File: src/core/ebi_pkg.sv
package ebi_pkg;

  localparam logic [7:0] OFS_ROUTING = 8'h00;
  localparam logic [7:0] OFS_PULLUP  = 8'h04;
  localparam logic [7:0] OFS_RSVD_A  = 8'h08;
  localparam logic [7:0] OFS_RSVD_B  = 8'h0C;
  localparam logic [7:0] OFS_SELCFG0 = 8'h10;
  localparam logic [7:0] OFS_SELCFG7 = 8'h2C;

  localparam int BIT_SEL0_ROUTE = 0;
  localparam int BIT_SEL1_ROUTE = 1;
  localparam int BIT_SEL3_NAND  = 3;
  localparam int BIT_SEL4_CARD  = 4;
  localparam int BIT_PULLUP_DIS = 0;

  localparam logic [1:0]  WIDTH_8      = 2'h2;
  localparam logic [1:0]  WIDTH_16     = 2'h1;
  localparam logic [1:0]  WIDTH_RESET  = WIDTH_16;
  localparam logic [31:0] ROUTE_RESET  = 32'h0000_0000;
  localparam logic [31:0] PULLUP_RESET = 32'h0000_0000;

  localparam int NUM_SELECTS = 8;
  localparam int PAGE_BITS   = 26;
  localparam int SPACE_BITS  = 29;

  typedef enum logic [1:0] {ACC_IDLE, ACC_STROBE, ACC_DONE} access_state_type;

  typedef struct packed {
    logic        valid;
    logic        we;
    logic [31:0] addr;
    logic [1:0]  be;
    logic [15:0] wdata;
  } mem_req_type;

  typedef struct packed {
    logic        ack;
    logic        handoff;
    logic        err;
    logic [15:0] rdata;
  } mem_rsp_type;

  typedef struct packed {
    logic [7:0]  chip_select_n;
    logic [25:1] addr;
    logic        addr0_low_byte_n;
    logic        read_strobe_n;
    logic        write_low_strobe_n;
    logic        write_high_strobe_n;
    logic [15:0] data_out;
    logic        data_oe_n;
    logic        data_pullup_en;
    logic        nand_read_strobe;
    logic        nand_write_strobe;
  } ext_pins_type;

  typedef struct packed {
    access_state_type st;
    logic [2:0]       sel;
    logic             eight;
    logic             we;
    logic [25:0]      addr;
    logic [1:0]       be;
    logic [15:0]      wdata;
    mem_rsp_type      rsp;
    logic             route0;
    logic             route1;
    logic             nand_en;
    logic             card_en;
    logic             pull_dis;
    logic [7:0][1:0]  width;
    logic             wb_ack;
    logic [31:0]      wb_dat;
  } ctrl_state_type;

endpackage

File: src/core/ebi_static_front.sv
`timescale 1ns/1ps
module ebi_static_front (
  input  wire logic                  clk_i,
  input  wire logic                  rst_i,
  input  wire logic                  wb_cyc_i,
  input  wire logic                  wb_stb_i,
  input  wire logic                  wb_we_i,
  input  wire logic [7:0]            wb_adr_i,
  input  wire logic [3:0]            wb_sel_i,
  input  wire logic [31:0]           wb_dat_i,
  output logic      [31:0]           wb_dat_o,
  output logic                       wb_ack_o,
  input  wire ebi_pkg::mem_req_type  mem_req_i,
  output ebi_pkg::mem_rsp_type       mem_rsp_o,
  output ebi_pkg::ext_pins_type      pins_o,
  input  wire logic [15:0]           data_i,
  input  wire logic                  wait_n_i,
  output logic                       sel0_burst_o,
  output logic                       sel1_sdram_o
);

  ebi_pkg::ctrl_state_type s_r;
  ebi_pkg::ctrl_state_type s_nxt;

  // Index of a per-select config word, or 8 when the offset is not one.
  function automatic logic [3:0] cfg_index(input logic [7:0] adr);
    logic [7:0] d;
    d = adr - ebi_pkg::OFS_SELCFG0;
    if (adr >= ebi_pkg::OFS_SELCFG0 && adr <= ebi_pkg::OFS_SELCFG7 && adr[1:0] == 2'h0) begin
      cfg_index = {1'b0, d[4:2]};
    end else begin
      cfg_index = 4'h8;
    end
  endfunction

  logic       wb_req;
  logic [3:0] ci;
  logic [2:0] req_sel;
  logic       req_eight;
  logic       claimed;

  assign wb_req    = wb_cyc_i && wb_stb_i;
  assign ci        = cfg_index(wb_adr_i);
  assign req_sel   = mem_req_i.addr[28:26];
  assign req_eight = (s_r.width[req_sel] == ebi_pkg::WIDTH_8);
  assign claimed   = (req_sel == 3'h0 && s_r.route0) || (req_sel == 3'h1 && s_r.route1);

  ////////////////////////////////////////////////////////////////////////////////
  always_comb begin
    s_nxt = s_r;
    s_nxt.wb_ack  = 1'b0;
    s_nxt.rsp.ack = 1'b0;
    // Ack comes one cycle after the request; writes land on the edge that
    // the master samples ack, so a held request is never applied twice.
    if (wb_req && !s_r.wb_ack) begin
      s_nxt.wb_ack = 1'b1;
      s_nxt.wb_dat = 32'h0000_0000;
      if (wb_adr_i == ebi_pkg::OFS_ROUTING) begin
        s_nxt.wb_dat[ebi_pkg::BIT_SEL0_ROUTE] = s_r.route0;
        s_nxt.wb_dat[ebi_pkg::BIT_SEL1_ROUTE] = s_r.route1;
        s_nxt.wb_dat[ebi_pkg::BIT_SEL3_NAND]  = s_r.nand_en;
        s_nxt.wb_dat[ebi_pkg::BIT_SEL4_CARD]  = s_r.card_en;
      end else if (wb_adr_i == ebi_pkg::OFS_PULLUP) begin
        s_nxt.wb_dat[ebi_pkg::BIT_PULLUP_DIS] = s_r.pull_dis;
      end else if (!ci[3]) begin
        s_nxt.wb_dat[1:0] = s_r.width[ci[2:0]];
      end
    end
    if (wb_req && s_r.wb_ack && wb_we_i && wb_sel_i[0]) begin
      if (wb_adr_i == ebi_pkg::OFS_ROUTING) begin
        s_nxt.route0  = wb_dat_i[ebi_pkg::BIT_SEL0_ROUTE];
        s_nxt.route1  = wb_dat_i[ebi_pkg::BIT_SEL1_ROUTE];
        s_nxt.nand_en = wb_dat_i[ebi_pkg::BIT_SEL3_NAND];
        s_nxt.card_en = wb_dat_i[ebi_pkg::BIT_SEL4_CARD];
      end else if (wb_adr_i == ebi_pkg::OFS_PULLUP) begin
        s_nxt.pull_dis = wb_dat_i[ebi_pkg::BIT_PULLUP_DIS];
      end else if (!ci[3]) begin
        s_nxt.width[ci[2:0]] = wb_dat_i[1:0];
      end
    end

    unique case (s_r.st)
      ebi_pkg::ACC_IDLE: begin
        if (mem_req_i.valid) begin
          s_nxt.sel   = req_sel;
          s_nxt.eight = req_eight;
          s_nxt.we    = mem_req_i.we;
          // Low page bits pass straight out, so a small device aliases.
          s_nxt.addr  = mem_req_i.addr[25:0];
          s_nxt.be    = mem_req_i.be;
          s_nxt.wdata = mem_req_i.wdata;
          s_nxt.rsp.handoff = claimed;
          s_nxt.rsp.err     = |mem_req_i.addr[31:29];
          if (claimed || |mem_req_i.addr[31:29]) begin
            s_nxt.st = ebi_pkg::ACC_DONE;
          end else begin
            s_nxt.st = ebi_pkg::ACC_STROBE;
          end
        end
      end
      ebi_pkg::ACC_STROBE: begin
        if (wait_n_i) begin
          s_nxt.st = ebi_pkg::ACC_DONE;
          if (s_r.eight && s_r.addr[0]) begin
            s_nxt.rsp.rdata = {data_i[7:0], 8'h00};
          end else if (s_r.eight) begin
            s_nxt.rsp.rdata = {8'h00, data_i[7:0]};
          end else begin
            s_nxt.rsp.rdata = data_i;
          end
        end
      end
      ebi_pkg::ACC_DONE: begin
        s_nxt.rsp.ack = 1'b1;
        s_nxt.st      = ebi_pkg::ACC_IDLE;
      end
      default: begin
        s_nxt.st = ebi_pkg::ACC_IDLE;
      end
    endcase
  end

  always_ff @(posedge clk_i) begin
    if (rst_i) begin
      s_r          <= '0;
      s_r.st       <= ebi_pkg::ACC_IDLE;
      s_r.route0   <= ebi_pkg::ROUTE_RESET[ebi_pkg::BIT_SEL0_ROUTE];
      s_r.route1   <= ebi_pkg::ROUTE_RESET[ebi_pkg::BIT_SEL1_ROUTE];
      s_r.nand_en  <= ebi_pkg::ROUTE_RESET[ebi_pkg::BIT_SEL3_NAND];
      s_r.card_en  <= ebi_pkg::ROUTE_RESET[ebi_pkg::BIT_SEL4_CARD];
      s_r.pull_dis <= ebi_pkg::PULLUP_RESET[ebi_pkg::BIT_PULLUP_DIS];
      s_r.width    <= {ebi_pkg::NUM_SELECTS{ebi_pkg::WIDTH_RESET}};
    end else begin
      s_r <= s_nxt;
    end
  end

  ////////////////////////////////////////////////////////////////////////////////
  logic       strobe;
  logic [7:0] onehot;
  logic       card_acc;

  assign strobe   = (s_r.st == ebi_pkg::ACC_STROBE);
  assign onehot   = strobe ? (8'h01 << s_r.sel) : 8'h00;
  assign card_acc = s_r.card_en && onehot[4];

  always_comb begin
    pins_o = '0;
    pins_o.chip_select_n = ~onehot;
    if (s_r.card_en) begin
      // Selects 5 and 6 become card enables for the low and high byte;
      // their own regions are left undriven, which software must avoid.
      pins_o.chip_select_n[5] = ~(card_acc && s_r.be[0]);
      pins_o.chip_select_n[6] = ~(card_acc && s_r.be[1]);
    end
    pins_o.addr = s_r.addr[25:1];
    // 8-bit devices take the byte address, 16-bit ones the low-byte select.
    pins_o.addr0_low_byte_n    = s_r.eight ? s_r.addr[0] : ~(strobe && s_r.be[0]);
    pins_o.read_strobe_n       = ~(strobe && !s_r.we);
    pins_o.write_low_strobe_n  = ~(strobe && s_r.we && (s_r.eight || s_r.be[0]));
    pins_o.write_high_strobe_n = ~(strobe && s_r.we && !s_r.eight && s_r.be[1]);
    if (s_r.eight && s_r.addr[0]) begin
      pins_o.data_out = {8'h00, s_r.wdata[15:8]};
    end else begin
      pins_o.data_out = s_r.wdata;
    end
    pins_o.data_oe_n         = ~(strobe && s_r.we);
    pins_o.data_pullup_en    = ~s_r.pull_dis;
    pins_o.nand_read_strobe  = s_r.nand_en && onehot[3] && !s_r.we;
    pins_o.nand_write_strobe = s_r.nand_en && onehot[3] && s_r.we;
  end

  assign mem_rsp_o    = s_r.rsp;
  assign wb_ack_o     = s_r.wb_ack;
  assign wb_dat_o     = s_r.wb_dat;
  assign sel0_burst_o = s_r.route0;
  assign sel1_sdram_o = s_r.route1;
endmodule // ebi_static_front

File: config.mk
export PLATFORM = sky130hd
export DESIGN_NAME = ebi_static_front
export DESIGN_NICKNAME = d
export VERILOG_FILES = /design/src/core/ebi_pkg.sv /design/src/core/ebi_static_front.sv
export SDC_FILE = /design/constraint.sdc
export NUM_CORES = 1
export LEC_CHECK = 0
export BUFFER_PORTS_ARGS = -buffer_cell sky130_fd_sc_hd__buf_2
export CORE_MARGIN = 2
export CORE_UTILIZATION = 50
export DETAILED_ROUTE_END_ITERATION = 12
export GPL_TIMING_DRIVEN = 0
export MAX_ROUTING_LAYER = met4
export PLACE_DENSITY = 0.87
export SYNTH_ARGS = -nofsm -noshare
export SYNTH_HDL_FRONTEND = slang
export SYNTH_SLANG_ARGS = --single-unit
File: constraint.sdc
create_clock -name clk_i -period 3.2 [get_ports clk_i]
set_input_delay 0 -clock clk_i [delete_from_list [all_inputs] [get_ports clk_i]]
set_output_delay 0 -clock clk_i [all_outputs]
set_load 0.005 [all_outputs]
==> results.py, run 1 <==
metrics = {
    "synth": {
        "synth-edff-count": 0,
        "synth_xor_area_share_pct": 0.184,
        "yosys-mux-area-fraction_pct": 6.88,
        "synth-seq-cells": 96,
        "synthArstFlopShare_pct": 0,
        "synthFlopType": "dfxtp_1",
        "ys_seq_area_share_pct": 40.3,
        "synth_top_family_by_area": "simple AND/OR/NAND/NOR gates",
        "yosys_warnings": 0,
        "synth_area_um2": 4760,
        "synth_compound_area_share_pct": 10.6,
        "synth-adder-area-share_pct": 0,
        "syn_avg_cell_area_um2": 7.86,
        "synth_simple_gate_area_share_pct": 26.4,
        "syn_inst": 606,
        "ys_types": 44,
    },
    "finish": {
        "post-route-util_pct": 73.0,
        "final_nets": 995,
        "layout.filler_cells": 710,
        "layout-drive-gt1-share_pct": 30.2,
        "area_growth_pct": 41.5,
    },
    "clock_tree": {
        "clockBufferDepth": 2,
        "htree_levels": 3,
        "post_cts_buffers": 0,
        "clk_pin_slew_ps": 90,
        "cts_tree": "done",
        "cts_buffers": 9,
        "root_buffer": "clkbuf_8",
        "insertion_delay_ps": 370,
        "cts_hold_buf": 70,
        "ctsResizeCount": 0,
        "numClockSinks": 96,
    },
    "placement": {
        "dp_hpwl_mm": 9.52,
        "port_buffers": 163,
        "gp_congestion": 0.918,
        "preCtsSetupSlack_ps": 1260,
    },
    "grt": {
        "grt_util_all_layers_pct": 27.8,
        "antenna_found_initial": 0,
        "grt_pass1_vias": 4886,
        "grt_pass1_wl_mm": 22.0,
        "grt_max_degree": 17,
        "grt_overflow_total": 0,
    },
    "setup_path": {
        "worst-path-buf-inv": 2,
        "critical_path_class": "register to output pin",
        "path_common_cell": "nor2b_1",
        "max_stage_delay_ps": 470,
        "crit_arrival_ps": 2170,
        "crit_fanout": 10,
        "path_delay_family": "simple AND/OR/NAND/NOR gates",
        "cp_slowest_cell": "clkbuf_1",
        "cp-start-kind": "register",
        "end_kind": "output pin",
        "crit_chain": "nor2b_1 > clkbuf_1 > nor2b_1 > nand3_1 > buf_2",
        "required_ps": 3200,
    },
    "status": {
        "status": "finished clean",
    },
    "sta": {
        "fin_crit_ps": 2170,
        "fin_tns_setup_ps": 0,
        "fin_ws_ps": 1030,
        "slew_viol_final": 0,
        "tightest_slew_ps": 875,
        "max_slew_margin_pct": 41.5,
        "rsz0062_at_grt": "false",
        "finalClockSkew_ps": 14.4,
        "hold-worst-slack_ps": 30.7,
        "setup_violations": 0,
        "period_share_pct": 67.7,
        "fmax_mhz": 461,
        "hold_viol": 0,
    },
    "routing": {
        "dr.pass1.iters": 7,
        "drt-vias-per-instance": 4.99,
        "wl_per_cell_um": 14.1,
        "drc": 0,
        "dr.first_iter.drc_count": 236,
        "antenna_left": 0,
        "finalWirelength_mm": 14.3,
        "vias": 5051,
    },
    "die": {
        "die_x_um": 102,
        "initial_core_util_pct": 51.6,
        "std_cell_rows": 35,
        "die_y_um": 102,
        "die_area_um2": 10300,
        "core_area_um2": 9240,
        "ios": 229,
    },
    "power_and_ir_drop": {
        "p_per_area_nw_per_um2": 372,
        "vdd_drop_max_uv": 236,
        "leakage_nw": 3.21,
    },
    "worst_hold_path": {
        "hp-class": "primary input to register",
    },
    "run": {
        "drv_cap": 0,
    },
}
-- cell usage in the layout, fill, tap and decap left out, types with 2 or more instances in the layout --
cell type      netlist  routed
and3_1               2       2
or4_4                2       2
clkbuf_1            37      38
nand2_1            149     149
a221oi_1             8       8
o2111ai_1            3       3
mux4_2               2       2
mux2_2               2       2
nand3b_1             2       2
nor3b_1              2       2
inv_1                6       6
dlygate4sd3_1        0      70
buf_4               76      76
a21oi_1             60      60
or3b_2               4       4
conb_1               1      28
nor2_1              36      36
clkbuf_8             0       9
or4_1                2       2
nand3_1             19      19
and2_1              12      12
nand2b_1            10      10
nand4_1             10      10
buf_2                0     163
dfxtp_1             96      96
a31oi_1              2       2
nor4_1               3       3
mux2i_1             26      26
nor2b_1              7       7
nor3_1               9       9
clkinv_4             0       2
o41ai_1              2       2
-- power by group --
group	internal [mW]	switching, mW
registers	1.24	0.0307
logic	0.222	0.207
clock network	0.366	0.441
total	1.83	0.678
-- synthesized netlist by cell type, types with 2 or more instances --
| cell | instances | share of area, % |
|---|---|---|
| nor4_1 | 3 | 0.39 |
| nand4_1 | 10 | 1.3 |
| mux2i_1 | 26 | 5.5 |
| a221oi_1 | 8 | 1.5 |
| or3b_2 | 4 | 0.74 |
| mux4_2 | 2 | 0.95 |
| nand2_1 | 149 | 12 |
| nand2b_1 | 10 | 1.3 |
| dfxtp_1 | 96 | 40 |
| nor2b_1 | 7 | 0.92 |
| nand3_1 | 19 | 2.0 |
| and3_1 | 2 | 0.26 |
| mux2_2 | 2 | 0.47 |
| or4_4 | 2 | 0.47 |
| nor2_1 | 36 | 2.8 |
| clkbuf_1 | 37 | 2.9 |
| o2111ai_1 | 3 | 0.55 |
| or4_1 | 2 | 0.32 |
| buf_4 | 76 | 12 |
| a31oi_1 | 2 | 0.26 |
| and2_1 | 12 | 1.6 |
| a21oi_1 | 60 | 6.3 |
| nand3b_1 | 2 | 0.32 |
| inv_1 | 6 | 0.47 |
| nor3b_1 | 2 | 0.32 |
| o41ai_1 | 2 | 0.37 |
| nor3_1 | 9 | 0.95 |
-- logic make-up (layout without fill, tap and decap cells) --
family                 Yosys count  after routing
other                            1             29
multiplexers                    30             30
AND/OR/NAND/NOR                273            273
buffers and inverters          120            369
XOR/XNOR                         1              1
AO/OA/AOI/OAI                   85             85
flip-flops                      96             96
-- registers in the layout, summed over array words and instances (netlist names) --
register / flops
wb_dat_o: 4
s_r: 45
sel0_burst_o: 1
pins_o: 25
sel1_sdram_o: 1
mem_rsp_o: 19
wb_ack_o: 1
-- metal layers --
layer | track usage [%] | vias up | wire length, µm | part of all wire (%)
met5 | - | - | 0 | 0
li1 | - | 2467 | - | -
met3 | 4.28 | 42 | 1090 | 7.7
met2 | 46.3 | 259 | 6990 | 49
met1 | 32.4 | 2283 | 5750 | 40
met4 | 14.4 | 0 | 436 | 3.1
-- layout make-up --
class                           count  area (µm²)  share of cell area (%)
Sequential cell                    96        1920                    28.5
Tap cell                          129         161                    2.39
Buffer                            114         721                    10.7
Inverter                            6        22.5                   0.334
Multi-Input combinational cell    417        2200                    32.6
Antenna cell                        1        2.50                  0.0371
Timing Repair Buffer              233        1520                    22.5
Clock buffer                       10         128                    1.89
Clock inverter                      6        68.8                    1.02
-- through the flow --
stage | power (mW) | instance area (µm²) | std cells
floorplan | 1.50 | 4870 | 633
global placement | 1.64 | 5840 | 925
detailed placement | 1.64 | 5840 | 925
CTS | 2.49 | 6740 | 1011
global route | 2.61 | 6740 | 1011
finish | 2.51 | 6740 | 1012
-- worst paths after layout --
| kind | slack [ps] | end | cells past startpoint | start |
|---|---|---|---|---|
| worst min register to register | 460 | wb_dat_o[3]$_SDFFE_PP0P_ | 2 | wb_dat_o[3]$_SDFFE_PP0P_ |
| worst min-delay path | 30 | s_r[120]$_SDFFE_PP0P_ | 3 | mem_req_i[45] |
| worst max-delay path | 1030 | pins_o[55] | 5 | s_r[122]$_SDFFE_PP0P_ |
| worst max register to register | 1200 | pins_o[42]$_SDFFE_PP0P_ | 6 | s_r[123]$_SDFFE_PP0P_ |
-- worst reg2reg max path, cell delays in order, from the launching register on --
cell and delay, ps:
dfxtp_1 410, or3b_2 140, clkbuf_1 180, clkbuf_1 500, clkbuf_1 420, nand2_1 120
a21oi_1 160
No activity file was read; power rests on OpenSTA's default activity.
==> inputs of run 2 (changes only) <==
- CORE_UTILIZATION: 50 -> 47
- PLACE_DENSITY: 0.87 -> 0.82
- clock period: 3.2 -> 2.1 ns (I/O delays scaled with it)
==> run 2 against run 1 <==
- clock skew is 3.2 ps higher
- routed wire length is 3.1% higher
- clock power is 45% higher
- total power is 50% higher
- first-iteration DRC count is 34% higher
- clock-buffer cell count is 1 lower
- combinational power is 53% higher
- critical endpoint unchanged
- via count hardly changed
- cell count is 0.40% higher
==> results.py, run 2 (synthesis gave the netlist of run 1 again) <==
metrics = {
    "placement": {
        "dp_hpwl_mm": 9.74,
        "port_buffers": 163,
        "placed_area_um2": 5850,
        "gp_congestion": 0.945,
    },
    "setup_path": {
        "max_stage_delay_ps": 440,
        "cp-start-kind": "register",
        "regToRegStartpoint": "s_r[122]$_SDFFE_PP0P_",
        "path_depth": 5,
        "worst-path-buf-inv": 2,
        "reg2reg_setup_slack_ps": 140,
        "crit_fanout": 10,
        "r2r_end": "mem_rsp_o[13]$_SDFFE_PP0P_",
        "crit_arrival_ps": 1980,
        "reg2reg_depth": 6,
        "crit_chain": "nor2b_2 > clkbuf_2 > nor2b_1 > nand3_1 > buf_2",
        "required_ps": 2100,
        "critical_path_class": "register to output pin",
        "end_kind": "output pin",
        "cp_slowest_cell": "dfxtp_1",
        "path_delay_family": "simple AND/OR/NAND/NOR gates",
    },
    "grt": {
        "grt_util_all_layers_pct": 27.2,
        "grt_max_degree": 19,
        "antenna_found_initial": 0,
        "grt_pass1_wl_mm": 23.6,
        "grt_pass1_vias": 4949,
        "grt_overflow_total": 0,
    },
    "finish": {
        "n_antenna_cell": 0,
        "area_growth_pct": 41.8,
        "layout_commonest_cell": "buf_2",
        "layout_common_cells": "163 x buf_2, 149 x nand2_1, 96 x dfxtp_1, 76 x buf_4, 71 x dlygate4sd3_1",
        "layout-drive-gt1-share_pct": 30.8,
        "final_nets": 996,
        "regMostFlops": "s_r",
        "largest_reg_flops": 45,
        "layout.filler_cells": 825,
        "post-route-util_pct": 68.8,
        "fin_area_um2": 6750,
    },
    "sta": {
        "period_share_pct": 94.5,
        "hold_viol": 0,
        "setup_violations": 0,
        "fin_tns_setup_ps": 0,
        "tightest_slew_ps": 561,
        "slew_viol_final": 0,
        "rsz0062_at_grt": "false",
        "finalClockSkew_ps": 17.6,
        "fmax_mhz": 504,
        "max_slew_margin_pct": 62.4,
        "fin_crit_ps": 1980,
    },
    "die": {
        "die_y_um": 105,
        "initial_core_util_pct": 48.5,
        "std_cell_rows": 36,
        "die_area_um2": 11000,
        "ios": 229,
        "die_x_um": 105,
        "core_area_um2": 9820,
    },
    "worst_hold_path": {
        "hold_depth": 4,
        "worstHoldStart": "mem_req_i[49]",
        "hp-class": "primary input to register",
        "whs_endpoint": "mem_rsp_o[16]$_SDFFE_PP0P_",
    },
    "routing": {
        "antenna_left": 0,
        "dr.pass1.iters": 5,
        "wl_per_cell_um": 14.5,
        "dr.first_iter.drc_count": 316,
        "drt-vias-per-instance": 4.98,
        "drc": 0,
        "finalWirelength_mm": 14.7,
        "vias": 5055,
    },
    "power_and_ir_drop": {
        "p_per_area_nw_per_um2": 557,
        "vdd_drop_max_uv": 333,
        "finalPower_mw": 3.76,
        "leakage_nw": 3.23,
    },
    "clock_tree": {
        "insertion_delay_ps": 370,
        "clk_pin_slew_ps": 100,
        "cts_buffers": 9,
        "htree_levels": 3,
        "cts_tree": "done",
        "clockBufferDepth": 2,
        "numClockSinks": 96,
        "root_buffer": "clkbuf_8",
    },
    "status": {
        "status": "finished clean",
    },
    "run": {
        "drv_cap": 0,
    },
}
## run 2: cell types whose count changed in the layout (fill, tap and decap cells not counted), sizes merged
cell / delta
bufinv: -1
clkinv: -1
dlygate4sd3: +1
diode: -1
inv: +4
clkinvlp: -1
clkbuf: -1
## run 2: power by group
group          switching (mW)  internal (mW)  total [mW]
Clock                   0.714          0.457        1.17
Sequential             0.0491           1.89        1.94
Combinational           0.315          0.341       0.656
Total                    1.08           2.69        3.76
## run 2: worst max-delay path by stage
stage | startpoint | end | slack [ps]
finish | s_r[122]$_SDFFE_PP0P_ | pins_o[55] | 120
global route | s_r[122]$_SDFFE_PP0P_ | mem_rsp_o[10]$_SDFFE_PP0P_ | 30
CTS | s_r[122]$_SDFFE_PP0P_ | pins_o[55] | 60
global placement | s_r[122]$_SDFFE_PP0P_ | mem_rsp_o[7]$_SDFFE_PP0P_ | 150
detailed placement | s_r[122]$_SDFFE_PP0P_ | mem_rsp_o[11]$_SDFFE_PP0P_ | 140
floorplan | s_r[122]$_SDFFE_PP0P_ | s_r[122]$_SDFFE_PP0P_ | 500
## run 2: area by class of cell
class | instances | area, µm² | area share [%]
buffer | 114 | 724 | 10.7
clock buffer | 9 | 124 | 1.83
clock inverter | 7 | 60.1 | 0.889
inverter | 6 | 22.5 | 0.333
multi-input combinational | 417 | 2210 | 32.7
sequential | 96 | 1920 | 28.5
tap | 133 | 166 | 2.46
timing repair buffer | 234 | 1530 | 22.6
## run 2: tightest hold or removal path: stages
cell and delay, ps:
buf_2 80, or4_1 120, o21ai_0 80, nor2_1 80
## run 2: metrics by stage
stage          std cells  setup slack (ps)  hold slack [ps]
2_1_floorplan        633               503              135
3_3_place_gp         929               154              234
3_5_place_dp         929               135              236
4_1_cts             1016              64.6             14.1
5_1_grt             1016              26.5             68.3
6_report            1016               115             35.1
## run 2: metal layers
metal / part of all wire [%] / GRT usage, %
met5: 0 / -
met4: 3.4 / 12.6
met3: 6.5 / 3.43
met2: 49 / 46.7
met1: 41 / 31.8
## run 2: what timing repair did
action | CTS | global route
hold endpoints to repair | 72 | 0
buffers inserted | 0 | 0
resized for setup | 1 | 6
hold buffers | 71 | 0
endpoints found under the setup margin | 3 | 25
==> inputs of run 3 (changes only) <==
- PLACE_DENSITY: 0.82 -> 0.81
==> run 3 against run 2 <==
- fmax grew 0.32%
- critical path depth is the same
- hold slack lost 7.9 ps
- register-to-register slack gained 60 ps
- first-iteration DRC count shrank 26%
- non-clock buffer count shrank 1
- core utilization grew 0.65 points
- critical endpoint is now pins_o[53]
- largest cell class unchanged
- largest power group unchanged
- highest routed layer unchanged
==> results.py, run 3 (synthesis gave the netlist of run 1 again) <==
metrics = {
    "sta": {
        "max_slew_margin_pct": 64.1,
        "setup_violations": 0,
        "fin_ws_ps": 122,
        "fin_tns_setup_ps": 0,
        "period_share_pct": 94.2,
        "finalClockSkew_ps": 11.0,
        "slew_viol_final": 0,
        "rsz0062_at_grt": "false",
        "fin_crit_ps": 1980,
        "hold_viol": 0,
        "tightest_slew_ps": 537,
        "fmax_mhz": 505,
    },
    "worst_hold_path": {
        "hp-class": "primary input to register",
    },
    "clock_tree": {
        "cts_buffers": 9,
        "clockBufferDepth": 2,
        "clk_pin_slew_ps": 100,
        "numClockSinks": 96,
        "root_buffer": "clkbuf_8",
        "insertion_delay_ps": 360,
        "cts_tree": "done",
        "htree_levels": 3,
    },
    "routing": {
        "dr_wl_met3_um": 984,
        "vias": 5034,
        "drt-vias-per-instance": 4.96,
        "highest-signal-layer": "met4",
        "finalWirelength_mm": 14.2,
        "dr.first_iter.drc_count": 234,
        "wl_per_cell_um": 14.0,
        "drc": 0,
        "met2WireLength_mm": 7.00,
        "met1Wirelength_mm": 5.78,
        "dr.pass1.iters": 5,
        "antenna_left": 0,
    },
    "run": {
        "drv_cap": 0,
    },
    "setup_path": {
        "regToRegStartpoint": "s_r[123]$_SDFFE_PP0P_",
        "path_delay_family": "simple AND/OR/NAND/NOR gates",
        "endpoint": "pins_o[53]",
        "cp_slowest_cell": "dfxtp_1",
        "reg2reg_setup_slack_ps": 200,
        "path_depth": 5,
        "cp-start-kind": "register",
        "required_ps": 2100,
        "reg2reg_depth": 6,
        "crit_chain": "nor2b_2 > clkbuf_2 > nor2b_1 > nand2_1 > buf_2",
        "crit_fanout": 10,
        "r2r_end": "pins_o[40]$_SDFFE_PP0P_",
        "crit_path_start": "s_r[122]$_SDFFE_PP0P_",
        "worst-path-buf-inv": 2,
        "crit_arrival_ps": 1980,
        "critical_path_class": "register to output pin",
        "max_stage_delay_ps": 440,
        "end_kind": "output pin",
    },
    "finish": {
        "fin_area_um2": 6820,
        "largest_reg_flops": 45,
        "area_growth_pct": 43.1,
        "final_cells": 1015,
        "layout-drive-gt1-share_pct": 31.0,
        "regMostFlops": "s_r",
        "final_nets": 995,
        "n_antenna_cell": 0,
        "layout.filler_cells": 782,
        "layout_commonest_cell": "buf_2",
        "layout_common_cells": "163 x buf_2, 149 x nand2_1, 96 x dfxtp_1, 76 x buf_4, 70 x dlygate4sd3_1",
    },
    "power_and_ir_drop": {
        "vdd_drop_max_uv": 300,
        "finalPower_mw": 4.09,
        "p_per_area_nw_per_um2": 600,
        "leakage_nw": 3.25,
    },
    "placement": {
        "gp_congestion": 0.917,
        "preCtsSetupSlack_ps": 127,
        "dp_hpwl_mm": 9.65,
        "placed_area_um2": 5850,
        "port_buffers": 163,
        "dp.cells": 929,
    },
    "die": {
        "die_x_um": 105,
        "die_y_um": 105,
        "std_cell_rows": 36,
        "core_area_um2": 9820,
        "die_area_um2": 11000,
        "initial_core_util_pct": 48.5,
        "ios": 229,
    },
    "grt": {
        "grt_pass1_vias": 4889,
        "grt_pass1_wl_mm": 23.1,
        "grt_util_all_layers_pct": 26.6,
        "grt_max_degree": 17,
        "antenna_found_initial": 0,
        "grt_overflow_total": 0,
    },
    "status": {
        "status": "finished clean",
    },
}
[run 3: cell count changes in the layout (fill, tap and decap cells not counted), sizes merged]
cell,delta
clkinvlp,+1
inv,-4
clkinv,-1
bufinv,+3
clkbuf,+1
dlygate4sd3,-1
[run 3: area by class of cell]
| type | count | area, µm² | share of cell area [%] |
|---|---|---|---|
| multi-input combinational | 417 | 2210 | 32.5 |
| sequential | 96 | 1920 | 28.2 |
| timing repair buffer | 233 | 1520 | 22.2 |
| buffer | 114 | 724 | 10.6 |
| tap | 133 | 166 | 2.44 |
| clock buffer | 10 | 138 | 2.02 |
| clock inverter | 6 | 115 | 1.69 |
| inverter | 6 | 22.5 | 0.330 |
[run 3: repair_timing]
action | 4_1_cts | 5_1_grt
hold buffers | 70 | 0
gates resized for setup | 1 | 7
buffers inserted | 0 | 0
endpoints found under the hold margin | 71 | 0
setup endpoints to repair | 4 | 19
gates cloned | 0 | 0
[run 3: power by group]
part	internal (mW)	leakage, nW	switching (mW)	total (mW)
logic	0.340	2.34	0.313	0.653
clock network	0.830	0.123	0.677	1.51
registers	1.89	0.783	0.0467	1.93
[run 3: stage by stage]
step	hold WS, ps	util [%]
5_1_grt	59.0	69.4
3_3_place_gp	237	59.6
2_1_floorplan	135	-
3_5_place_dp	242	59.6
6_report	27.2	69.4
4_1_cts	24.3	69.3
[run 3: routing by layer]
metal / track usage (%) / vias up
met2: 44.8 / 229
met3: 3.74 / 42
met1: 31.7 / 2292
li1: - / 2471
met4: 11.8 / 0
met5: - / -
[run 3: tightest hold or removal path: cells and delay by family]
family          cells  cell delay, ps
buf+inv             1              90
simple gates        2             190
compound gates      1              80
[run 3: worst min path at each step]
stage	slack, ps	startpoint	to	cells past startpoint
finish	30	mem_req_i[49]	mem_rsp_o[16]$_SDFFE_PP0P_	4
detailed placement	240	wb_dat_i[3]	s_r[51]$_SDFFE_PP0P_	3
floorplan	140	wait_n_i	s_r[123]$_SDFFE_PP0P_	2
global route	60	wb_adr_i[5]	s_r[39]$_SDFFE_PP1P_	3
CTS	20	mem_req_i[49]	mem_rsp_o[16]$_SDFFE_PP0P_	4
global placement	240	wb_dat_i[3]	s_r[51]$_SDFFE_PP0P_	3
